File: src/verilog/loop_ctrl_defines.vh
// Register map, field positions and reset values for the frequency-locked loop control
`ifndef LOOP_CTRL_DEFINES_VH
`define LOOP_CTRL_DEFINES_VH

`define ADDR_W              8
`define DATA_W              16
`define ADDR_ENABLE_DIV     8'h2A
`define ADDR_RATIO_INT      8'h2B
`define ADDR_FRACTION       8'h2C
`define ADDR_REF_MODE       8'h2D

`define BIT_DIGITAL_ON      15
`define BIT_ANALOG_ON       14
`define OUTDIV_HI           10
`define OUTDIV_LO           8
`define GAIN_HI             7
`define GAIN_LO             4
`define RATE_HI             2
`define RATE_LO             0
`define RATIO_HI            15
`define RATIO_LO            11
`define MULT_INT_HI         9
`define MULT_INT_LO         0
`define BIT_LOW_REF         7
`define BIT_FRACTION_ON     5
`define SRC_HI              1
`define SRC_LO              0

`define RST_OUTDIV          3'h2
`define RST_GAIN            4'h0
`define RST_RATE            3'h0
`define RST_RATIO           5'h0E
`define RST_MULT_INT        10'h086
`define RST_MULT_FRAC       16'hC226
`define RST_SRC             2'h0

`define SRC_MCLK            2'h0
`define SRC_DAC_FRAME       2'h1
`define SRC_ADC_FRAME       2'h2
`define SRC_32K             2'h3

`define OUTDIV_MAX          3'h4
`define ENABLE_DIV_MASK     16'hC7F7
`define RATIO_INT_MASK      16'hFBFF
`define REF_MODE_MASK       16'h00A3

`define ACC_W               32
`define TUNE_W              32
`define TUNE_RST            32'h2000_0000
`define ERR_W               40
`define LOOP_ATTEN          6'h10
`define LOW_REF_ATTEN       6'h04
`define CNT_W               24

`endif

File: src/verilog/frequency_locked_loop_ctrl.v
// Register file, reference select and digital loop model for the codec clock generator
`include "loop_ctrl_defines.vh"
`timescale 1ns/1ps
`default_nettype none

module frequency_locked_loop_ctrl (
  input  wire                clk,
  input  wire                rst,
  input  wire                regWrite,
  input  wire                regRead,
  input  wire [`ADDR_W-1:0]  regAddr,
  input  wire [`DATA_W-1:0]  regWriteData,
  output reg  [`DATA_W-1:0]  regReadData,
  input  wire                masterClockPin,
  input  wire                dacFrameClock,
  input  wire                adcFrameClock,
  input  wire                ref32kPin,
  input  wire                ref32kInternal,
  input  wire                ref32kFromPin,
  output reg                 codecSystemClock,
  output reg                 loopRunning
);

  // Control fields
  reg                   loopDigitalOn;
  reg                   loopAnalogOn;
  reg [2:0]             outputDividerSel;
  reg [3:0]             loopGainSel;
  reg [2:0]             controlBlockRate;
  reg [4:0]             vcoRatio;
  reg [9:0]             multInteger;
  reg [15:0]            multFraction;
  reg                   lowRefLock;
  reg                   fractionOn;
  reg [1:0]             refSourceSel;

  // Next values of the control fields
  reg                   next_loopDigitalOn;
  reg                   next_loopAnalogOn;
  reg [2:0]             next_outputDividerSel;
  reg [3:0]             next_loopGainSel;
  reg [2:0]             next_controlBlockRate;
  reg [4:0]             next_vcoRatio;
  reg [9:0]             next_multInteger;
  reg [15:0]            next_multFraction;
  reg                   next_lowRefLock;
  reg                   next_fractionOn;
  reg [1:0]             next_refSourceSel;

  // Register slot codes from the address decoder
  localparam [2:0] SLOT_NONE       = 3'h0;
  localparam [2:0] SLOT_ENABLE_DIV = 3'h1;
  localparam [2:0] SLOT_RATIO_INT  = 3'h2;
  localparam [2:0] SLOT_FRACTION   = 3'h3;
  localparam [2:0] SLOT_REF_MODE   = 3'h4;

  // Address decode shared by the write and read paths
  function [2:0] regSlot;
    input [`ADDR_W-1:0] addr;
    begin
      if (addr == `ADDR_ENABLE_DIV)
        regSlot = SLOT_ENABLE_DIV;
      else if (addr == `ADDR_RATIO_INT)
        regSlot = SLOT_RATIO_INT;
      else if (addr == `ADDR_FRACTION)
        regSlot = SLOT_FRACTION;
      else if (addr == `ADDR_REF_MODE)
        regSlot = SLOT_REF_MODE;
      else
        regSlot = SLOT_NONE;
    end
  endfunction

  wire [2:0] accessSlot = regSlot(regAddr);

  // Register writes; reserved bits are simply not stored
  always @*
  begin
    next_loopDigitalOn    = loopDigitalOn;
    next_loopAnalogOn     = loopAnalogOn;
    next_outputDividerSel = outputDividerSel;
    next_loopGainSel      = loopGainSel;
    next_controlBlockRate = controlBlockRate;
    next_vcoRatio         = vcoRatio;
    next_multInteger      = multInteger;
    next_multFraction     = multFraction;
    next_lowRefLock       = lowRefLock;
    next_fractionOn       = fractionOn;
    next_refSourceSel     = refSourceSel;
    if (regWrite)
    begin
      if (accessSlot == SLOT_ENABLE_DIV)
      begin
        next_loopDigitalOn    = regWriteData[`BIT_DIGITAL_ON];
        next_loopAnalogOn     = regWriteData[`BIT_ANALOG_ON];
        next_outputDividerSel = regWriteData[`OUTDIV_HI:`OUTDIV_LO];
        next_loopGainSel      = regWriteData[`GAIN_HI:`GAIN_LO];
        next_controlBlockRate = regWriteData[`RATE_HI:`RATE_LO];
      end
      else if (accessSlot == SLOT_RATIO_INT)
      begin
        next_vcoRatio    = regWriteData[`RATIO_HI:`RATIO_LO];
        next_multInteger = regWriteData[`MULT_INT_HI:`MULT_INT_LO];
      end
      else if (accessSlot == SLOT_FRACTION)
      begin
        next_multFraction = regWriteData;
      end
      else if (accessSlot == SLOT_REF_MODE)
      begin
        next_lowRefLock   = regWriteData[`BIT_LOW_REF];
        next_fractionOn   = regWriteData[`BIT_FRACTION_ON];
        next_refSourceSel = regWriteData[`SRC_HI:`SRC_LO];
      end
    end
  end

  always @(posedge clk)
  begin
    if (rst)
    begin
      loopDigitalOn    <= 1'b0;
      loopAnalogOn     <= 1'b0;
      outputDividerSel <= `RST_OUTDIV;
      loopGainSel      <= `RST_GAIN;
      controlBlockRate <= `RST_RATE;
      vcoRatio         <= `RST_RATIO;
      multInteger      <= `RST_MULT_INT;
      multFraction     <= `RST_MULT_FRAC;
      lowRefLock       <= 1'b0;
      fractionOn       <= 1'b0;
      refSourceSel     <= `RST_SRC;
    end
    else
    begin
      loopDigitalOn    <= next_loopDigitalOn;
      loopAnalogOn     <= next_loopAnalogOn;
      outputDividerSel <= next_outputDividerSel;
      loopGainSel      <= next_loopGainSel;
      controlBlockRate <= next_controlBlockRate;
      vcoRatio         <= next_vcoRatio;
      multInteger      <= next_multInteger;
      multFraction     <= next_multFraction;
      lowRefLock       <= next_lowRefLock;
      fractionOn       <= next_fractionOn;
      refSourceSel     <= next_refSourceSel;
    end
  end

  // Readback image of each register
  function [`DATA_W-1:0] readImage;
    input [2:0] slot;
    begin
      if (slot == SLOT_ENABLE_DIV)
        readImage = {loopDigitalOn, loopAnalogOn, 3'h0, outputDividerSel,
                     loopGainSel, 1'b0, controlBlockRate};
      else if (slot == SLOT_RATIO_INT)
        readImage = {vcoRatio, 1'b0, multInteger};
      else if (slot == SLOT_FRACTION)
        readImage = multFraction;
      else if (slot == SLOT_REF_MODE)
        readImage = {8'h00, lowRefLock, 1'b0, fractionOn, 3'h0, refSourceSel};
      else
        readImage = 16'h0000;
    end
  endfunction

  always @(posedge clk)
  begin
    if (rst)
      regReadData <= 16'h0000;
    else if (regRead)
      regReadData <= readImage(accessSlot);
  end

  // Pin synchronisers, two stages each; the 32k source pick is a pin too
  wire [5:0] pinRaw = {ref32kFromPin, ref32kInternal, ref32kPin, adcFrameClock,
                       dacFrameClock, masterClockPin};
  reg  [5:0] pinMeta;
  reg  [5:0] pinSync;
  genvar gi;
  generate
    for (gi = 0; gi < 6; gi = gi + 1)
    begin : gSync
      always @(posedge clk)
      begin
        if (rst)
        begin
          pinMeta[gi] <= 1'b0;
          pinSync[gi] <= 1'b0;
        end
        else
        begin
          pinMeta[gi] <= pinRaw[gi];
          pinSync[gi] <= pinMeta[gi];
        end
      end
    end
  endgenerate

  // Reference mux; ADC frame is only meaningful in slave mode
  reg refSelected;
  always @*
  begin
    case (refSourceSel)
      `SRC_MCLK:      refSelected = pinSync[0];
      `SRC_DAC_FRAME: refSelected = pinSync[1];
      `SRC_ADC_FRAME: refSelected = pinSync[2];
      default:        refSelected = pinSync[5] ? pinSync[3] : pinSync[4];
    endcase
  end

  reg refPrev;
  wire refEdge = refSelected & ~refPrev;

  // Oscillator model: phase accumulator tuned by the loop
  reg  [`ACC_W-1:0]  phaseAcc;
  reg  [`TUNE_W-1:0] tuneWord;
  wire [`ACC_W:0]    phaseSum = {1'b0, phaseAcc} + {1'b0, tuneWord};
  wire               oscTick = loopAnalogOn & phaseSum[`ACC_W];

  always @(posedge clk)
  begin
    if (rst || !loopAnalogOn)
      phaseAcc <= {`ACC_W{1'b0}};
    else
      phaseAcc <= phaseSum[`ACC_W-1:0];
  end

  // Control block clock: one tick per 2^rate oscillator ticks, capped at 32 for rate 5 to 7
  reg  [4:0] rateCnt;
  wire [4:0] rateMask = (5'h01 << controlBlockRate) - 5'h01;
  wire       ctrlTick = oscTick & ((rateCnt & rateMask) == 5'h00);

  // Target count per reference period, 16 fractional bits
  wire [25:0] multFull = {multInteger, fractionOn ? multFraction : 16'h0000};
  wire [30:0] targetRaw = multFull * vcoRatio;
  wire [30:0] targetScaled = targetRaw >> controlBlockRate;

  reg  [`CNT_W-1:0] ctrlCount;
  wire signed [`ERR_W-1:0] freqErr =
    $signed({9'h000, targetScaled}) - $signed({ctrlCount, 16'h0000});
  wire [5:0] attenShift = lowRefLock ? (`LOOP_ATTEN + `LOW_REF_ATTEN) : `LOOP_ATTEN;
  // Low references give sparse corrections, so the step is damped harder
  wire signed [`ERR_W-1:0] errScaled = (freqErr <<< loopGainSel) >>> attenShift;
  wire [`TUNE_W-1:0] next_tuneWord = tuneWord + errScaled[`TUNE_W-1:0];

  always @(posedge clk)
  begin
    if (rst || !loopDigitalOn)
    begin
      refPrev     <= 1'b0;
      rateCnt     <= 5'h00;
      ctrlCount   <= {`CNT_W{1'b0}};
      tuneWord    <= `TUNE_RST;
      loopRunning <= 1'b0;
    end
    else
    begin
      refPrev <= refSelected;
      if (oscTick)
        rateCnt <= rateCnt + 5'h01;
      loopRunning <= loopAnalogOn;
      if (refEdge)
      begin
        ctrlCount <= {`CNT_W{1'b0}};
        if (loopAnalogOn)
          tuneWord <= next_tuneWord;
      end
      else if (ctrlTick && ctrlCount != {`CNT_W{1'b1}})
        ctrlCount <= ctrlCount + {{`CNT_W-1{1'b0}}, 1'b1};
    end
  end

  // Output divider: toggle every 2^code oscillator ticks, giving /2 .. /32
  reg  [4:0] divCnt;
  wire [2:0] divCode = (outputDividerSel > `OUTDIV_MAX) ? `OUTDIV_MAX : outputDividerSel;
  wire [4:0] divMask = (5'h01 << divCode) - 5'h01;

  always @(posedge clk)
  begin
    if (rst || !loopDigitalOn || !loopAnalogOn)
    begin
      divCnt           <= 5'h00;
      codecSystemClock <= 1'b0;
    end
    else if (oscTick)
    begin
      divCnt <= divCnt + 5'h01;
      if ((divCnt & divMask) == divMask)
        codecSystemClock <= ~codecSystemClock;
    end
  end

endmodule // frequency_locked_loop_ctrl

`default_nettype wire

File: config.mk
export PLATFORM = sky130hd
export DESIGN_NAME = frequency_locked_loop_ctrl
export DESIGN_NICKNAME = d
export VERILOG_FILES = /design/src/verilog/frequency_locked_loop_ctrl.v
export VERILOG_INCLUDE_DIRS = /design/src /design/src/verilog
export SDC_FILE = /design/constraint.sdc
export NUM_CORES = 1
export LEC_CHECK = 0
export BUFFER_PORTS_ARGS = -buffer_cell sky130_fd_sc_hd__buf_2
export CAP_MARGIN = 20
export CORE_MARGIN = 3
export CORE_UTILIZATION = 55
export DETAILED_ROUTE_END_ITERATION = 10
export PLACE_DENSITY = 0.7
export SYNTH_ARGS = -nofsm -noshare
export SYNTH_HDL_FRONTEND = slang
export SYNTH_SLANG_ARGS = --single-unit
File: constraint.sdc
create_clock -name clk -period 17.85 [get_ports clk]
set_input_delay 0.8925 -clock clk [delete_from_list [all_inputs] [get_ports clk]]
set_output_delay 0.8925 -clock clk [all_outputs]
set_load 0.05 [all_outputs]
After elaboration in Yosys (flattened, before gate mapping)
Cells that the tools add are included.
Storage, ports and cells
  register bits after elaboration: 176
  input port bits: 34
  output and inout port bits: 18
  logic and storage cells: 97
Operators by class
  add/subtract/negate cells: 8
  multiply operators: 1
  order comparisons: 1
  eq/ne operators: 12
  shift-type cells: 5
  multiplexer cells: 13
  bitwise operators: 10
  reduce and logical (&&, ||, !) cells: 15
Operators with widths (count)
  16-bit two-way mux: 4
  40-bit by 4-bit <<< shifter with 40-bit output: 1
  40-bit by 5-bit >>> shifter with 32-bit output: 1
  32-bit by 40-bit subtractor with 40-bit output: 1
  32-bit by 32-bit adder with 33-bit output: 1
  32-bit adder: 1
  8-bit by 6-bit == test with 1-bit output, second input constant: 4
  26-bit by 5-bit multiplier with 31-bit output: 1
  31-bit by 3-bit right shift with 31-bit output: 1
  24-bit by 1-bit adder with 24-bit output, second input constant: 1
  24-bit != test, second input constant: 1
  3-bit two-way mux: 6
  5-bit by 1-bit adder with 5-bit output, second input constant: 2
  5-bit AND: 2
  1-bit by 3-bit left shift with 5-bit output, first input constant: 2
  5-bit by 1-bit subtractor with 5-bit output, second input constant: 2
  8-bit two-way mux: 1
  3-bit by 2-bit == test with 1-bit output, second input constant: 2
  2-bit AND reduction: 3
  5-bit == test: 1
  5-bit zero test: 1
  1-bit NOT: 5
  5-bit AND reduction: 1
  4-bit AND reduction: 1
  other kinds (14): 19

Logic depth before layout (Yosys ltp)
  depth in word-level cells: 10
  mapped depth: 51

Least setup slack after synthesis
No wires, ideal clock.
  path kind: register to register
  start: reg fractionOn
  end: reg tuneWord[31]
  library setup time: 59 ps
  data arrival time: 10101 ps
  data required time: 17791 ps
  path slack: 7690 ps
  cell stages (with the launch flop): 46
  buffers on the path: 3
  path through: dfxtp_1 clkbuf_1 clkbuf_1 and3_1 fa_1 fa_1 inv_1 fa_1 inv_1 ha_1 buf_6 a211o_1 a21oi_2 o21ai_2 o211ai_2 a211oi_1 or3_1 a21oi_1 (+10 left out) mux4_2 nor2_1 a21oi_1 a22oi_1 mux2i_1 ha_1 a21oi_1 nor2b_1 a211o_1 a221o_1 a21oi_1 o21ai_0 nand2_1 o21ai_0 o41ai_1 xnor2_1 a211o_1 nand2_1
On the way
  cells in the longest elaborated chain, start to end: 7
RTL lines
  start, declared: line frequency_locked_loop_ctrl.v:34  | reg fractionOn;
  start signal, assigned: line frequency_locked_loop_ctrl.v:145  | fractionOn <= next_fractionOn;
  16-bit two-way mux: line frequency_locked_loop_ctrl.v:236  | wire [25:0] multFull = {multInteger, fractionOn ? multFraction : 16'h0000};
  26-bit by 5-bit multiplier with 31-bit output: line frequency_locked_loop_ctrl.v:237  | wire [30:0] targetRaw = multFull * vcoRatio;
  31-bit by 3-bit right shift with 31-bit output: line frequency_locked_loop_ctrl.v:238  | wire [30:0] targetScaled = targetRaw >> controlBlockRate;
  32-bit by 40-bit subtractor with 40-bit output: line frequency_locked_loop_ctrl.v:242  | $signed({9'h000, targetScaled}) - $signed({ctrlCount, 16'h0000});
  40-bit by 4-bit <<< shifter with 40-bit output: line frequency_locked_loop_ctrl.v:245  | wire signed [`ERR_W-1:0] errScaled = (freqErr <<< loopGainSel) >>> attenShift;
  40-bit by 5-bit >>> shifter with 32-bit output: line frequency_locked_loop_ctrl.v:245
  32-bit adder: line frequency_locked_loop_ctrl.v:246  | wire [`TUNE_W-1:0] next_tuneWord = tuneWord + errScaled[`TUNE_W-1:0];
  end signal, assigned: line frequency_locked_loop_ctrl.v:255  | tuneWord <= `TUNE_RST;
  end signal, assigned: line frequency_locked_loop_ctrl.v:268  | tuneWord <= next_tuneWord;
  end, declared: line frequency_locked_loop_ctrl.v:218  | reg [`TUNE_W-1:0] tuneWord;
Every way passes these cells.
A chain may end at the register's enable or synchronous reset.

Worst setup path after layout
  start: reg vcoRatio[4]
  end: reg tuneWord[31]
On the way
  cells in the longest elaborated chain, start to end: 6
RTL lines
  start, declared: line frequency_locked_loop_ctrl.v:30  | reg [4:0] vcoRatio;
  start signal, assigned: line frequency_locked_loop_ctrl.v:127  | vcoRatio <= `RST_RATIO;
  start signal, assigned: line frequency_locked_loop_ctrl.v:141  | vcoRatio <= next_vcoRatio;
  26-bit by 5-bit multiplier with 31-bit output: line frequency_locked_loop_ctrl.v:237
  31-bit by 3-bit right shift with 31-bit output: line frequency_locked_loop_ctrl.v:238
  32-bit by 40-bit subtractor with 40-bit output: line frequency_locked_loop_ctrl.v:242
  40-bit by 4-bit <<< shifter with 40-bit output: line frequency_locked_loop_ctrl.v:245
  40-bit by 5-bit >>> shifter with 32-bit output: line frequency_locked_loop_ctrl.v:245
  32-bit adder: line frequency_locked_loop_ctrl.v:246
Every way passes these cells.

==> flow_summary_export.csv <==
group,metric,value,unit
outcome,outcome,"finished, final reports clean",
finish,antenna_cells,0,
finish,final_nets,2548,
finish,fin_area,18900,µm²
logic_synthesis,synth_seq_cells,175,
sta,fmax,86.4,MHz
sta,setup_total_negative_slack,0,ns
sta,relSlewSlack,25.8,%
worst_setup_path,startpoint,"vcoRatio[4]",
floorplan,coreArea,31800,µm²
detailed_routing,vias_per_cell,6.04,
global_route,overflow,0,
floorplan,die_w,187,µm
finish,drive_above_1_share,7.17,%
pwr,total_leakage_power,0.00835,µW
sta,drv_slew,0,
pwr,p_int,602,µW
pwr,comb_power_share,6.5,%
finish,syn2layout_area_growth,5.65,%
min_path,min_path_type,"reg2reg",
placement,dpl_worst_slack,6.44,ns
floorplan,ioPinCount,52,
logic_synthesis,yosysSeqAreaShare,19.6,%
finish,layout_commonest_cell,"nand2_1",
global_route,grt_max_degree,82,
sta,fin_crit_sh,64.9,%
clock_network,cts.sinks,175,
global_route,antenna_found_initial,0,
finish,final_util,59.5,%
worst_setup_path,max_stage_delay,0.87,ns
logic_synthesis,yosysWarnings,0,
global_route,grt_usage,26.3,%
clock_network,clk_transition_reported_paths,0.08,ns
detailed_routing,wire_per_inst,16.8,µm
placement,port_buffers,51,
placement,place.gp.congestion,0.961,
clock_network,hold_buffers,0,
sta,rsz0062_at_grt,"false",
pwr,vdd_drop_max,63.9,µV
sta,finalWorstSetupSlack,6.27,ns
clock_network,cts_setup_buffers,0,
pwr,switching_share,26.9,%
global_route,grt_pass1_vias,16062,
detailed_routing,vias,16714,
clock_network,clkLatencyLatePin,0.45,ns
worst_setup_path,startpoint_type,"register",
logic_synthesis,synth.avg_cell_area,7.58,µm²
floorplan,start_util,56.4,%
worst_setup_path,crit_arrival,11.97,ns
floorplan,die_y,187,µm
sta,setup_viol,0,
detailed_routing,ant_nets,0,
worst_setup_path,crit_slowest_cell,"dfxtp_1",
clock_network,cts-buffers-inserted,17,
run,drv_cap,0,
detailed_routing,drt_first_iter_violations,1136,
worst_setup_path,path_class,"reg2reg",
pwr,pwr-share-clk,45.6,%
placement,place_hpwl,36.1,mm
floorplan,dieArea,34800,µm²
sta,finClkSkew,0.0189,ns
worst_setup_path,r2r_start,"vcoRatio[4]",
sta,tightest_slew,1.11,ns
clock_network,cts_tree,"done",
sta,timing.final.crit_period,11.58,ns
floorplan,rows,65,
pwr,power_density,43.5,nW/µm²
clock_network,htree_levels,4,
pwr,seqPwrFrac,47.9,%
worst_setup_path,critPathRequiredTime,18.24,ns
finish,final_cell_mix,"nand2_1, a21oi_1, nor2_1, dfxtp_1, inv_1",
logic_synthesis,async_reset_ff_share,0,%
detailed_routing,first_pass_iters,7,
detailed_routing,routed_wl,46.4,mm
sta,finalHoldViolCount,0,
placement,dpl-instance-area,18300,µm²
global_route,grt_first_pass_wirelength,78.1,mm
worst_setup_path,path_max_fanout,28,
logic_synthesis,synth_nets,2596,
logic_synthesis,synth_ff_type,"dfxtp_1",
finish,regArea,3500,µm²
clock_network,clk_path_buf_depth,2,
pwr,power.switching,222,µW
finish,multi_input_area,13300,µm²
logic_synthesis,synthDistinctLibCells,97,
detailed_routing,drcViolationCount,0,
finish,nFillCells,2978,
logic_synthesis,synth_edf_count,0,
clock_network,ctsRootBufferMaster,"clkbuf_16",
logic_synthesis,postSynthCellCount,2365,
worst_setup_path,end_kind,"register",
min_path,min_from,"pinMeta[5]",
logic_synthesis,synth_area,17900,µm²
clock_network,ctsResizeCount,0,
power by group through the flow:
stage                     clock network (µW)  registers, µW  logic (µW)
after floorplan                            0            409        32.6
after global placement                     0            404        52.3
after detailed placement                   0            404        53.0
after CTS                                384            395        53.2
after global routing                     399            395        59.0
final                                    375            395        53.6
registers in the layout, summed over array words and instances, names as in the netlist, 5 cells and up:
name and flops:
phaseAcc 32, tuneWord 32, ctrlCount 24, multFraction 16
regReadData 16, multInteger 10, pinMeta 6, pinSync 6
rateCnt 5, vcoRatio 5
stage by stage:
step | hold slack [ns] | std cells | power [µW]
final | 0.447 | 2765 | 824
after global routing | 0.455 | 2765 | 853
after CTS | 0.448 | 2765 | 831
after detailed placement | 0.429 | 2733 | 457
after global placement | 0.414 | 2731 | 456
after floorplan | 0.414 | 2365 | 442
synthesized netlist by cell type (all sizes together), types with 39 or more instances:
master / number / area share (%)
o21ai: 118 / 3.3
clkbuf: 111 / 2.3
fa: 75 / 8.4
nor2: 196 / 4.1
inv: 154 / 3.2
and3: 88 / 3.1
ha: 122 / 8.5
dfxtp: 175 / 20
and2: 57 / 2.0
mux2i: 56 / 3.1
nand2: 299 / 6.3
xnor2: 62 / 3.0
nor3: 50 / 1.4
nand3: 54 / 1.6
xor2: 40 / 2.0
a21oi: 203 / 5.7
a211oi: 39 / 1.8
layout make-up:
type                    instances  area share [%]
multi-input cells            1898            70.2
flip-flops and latches        175            18.5
inverters                     156            3.09
well taps                     435            2.87
clock buffers                  18            2.27
repair buffers                 69            2.12
clock inverters                14           0.905
cells by family after synthesis:
| family | count (synthesis) | synth area share [%] |
|---|---|---|
| compound gates | 614 | 22.4 |
| fa+ha+maj | 197 | 16.9 |
| flops | 175 | 19.6 |
| mux | 85 | 5.58 |
| buf+inv | 292 | 6.31 |
| xor+xnor | 102 | 4.99 |
| simple gates | 900 | 24.2 |
critical path, delay by kind of cell (launching register included):
family	cells	cell delay [ns]
buffers and inverters	2	0.09
xor gates and xnor gates	2	0.25
muxes	6	1.33
AOI/OAI and AO/OA	19	5.16
adders and majority gates	6	2.59
DFF	1	0.87
and+or+nand+nor	7	1.19
path summary, 6_finish.rpt:
check / to / slack (ns) / depth (start not counted)
max: tuneWord[31] / 6.27 / 42
max reg2reg: tuneWord[31] / 6.27 / 42
min reg2reg: pinSync[5] / 0.45 / 1
min: pinSync[5] / 0.45 / 1
routing by layer:
layer	part of all wire (%)	wire (µm)	vias to the layer above	GRT usage, %
met1	44	20600	7914	33.9
met2	48	22300	434	45.8
met4	3.2	1490	0	9.51
li1	-	-	8279	-
met5	0	0	-	0
met3	4.2	1970	87	2.97
Note: power is estimated with default switching activity, not from simulation.
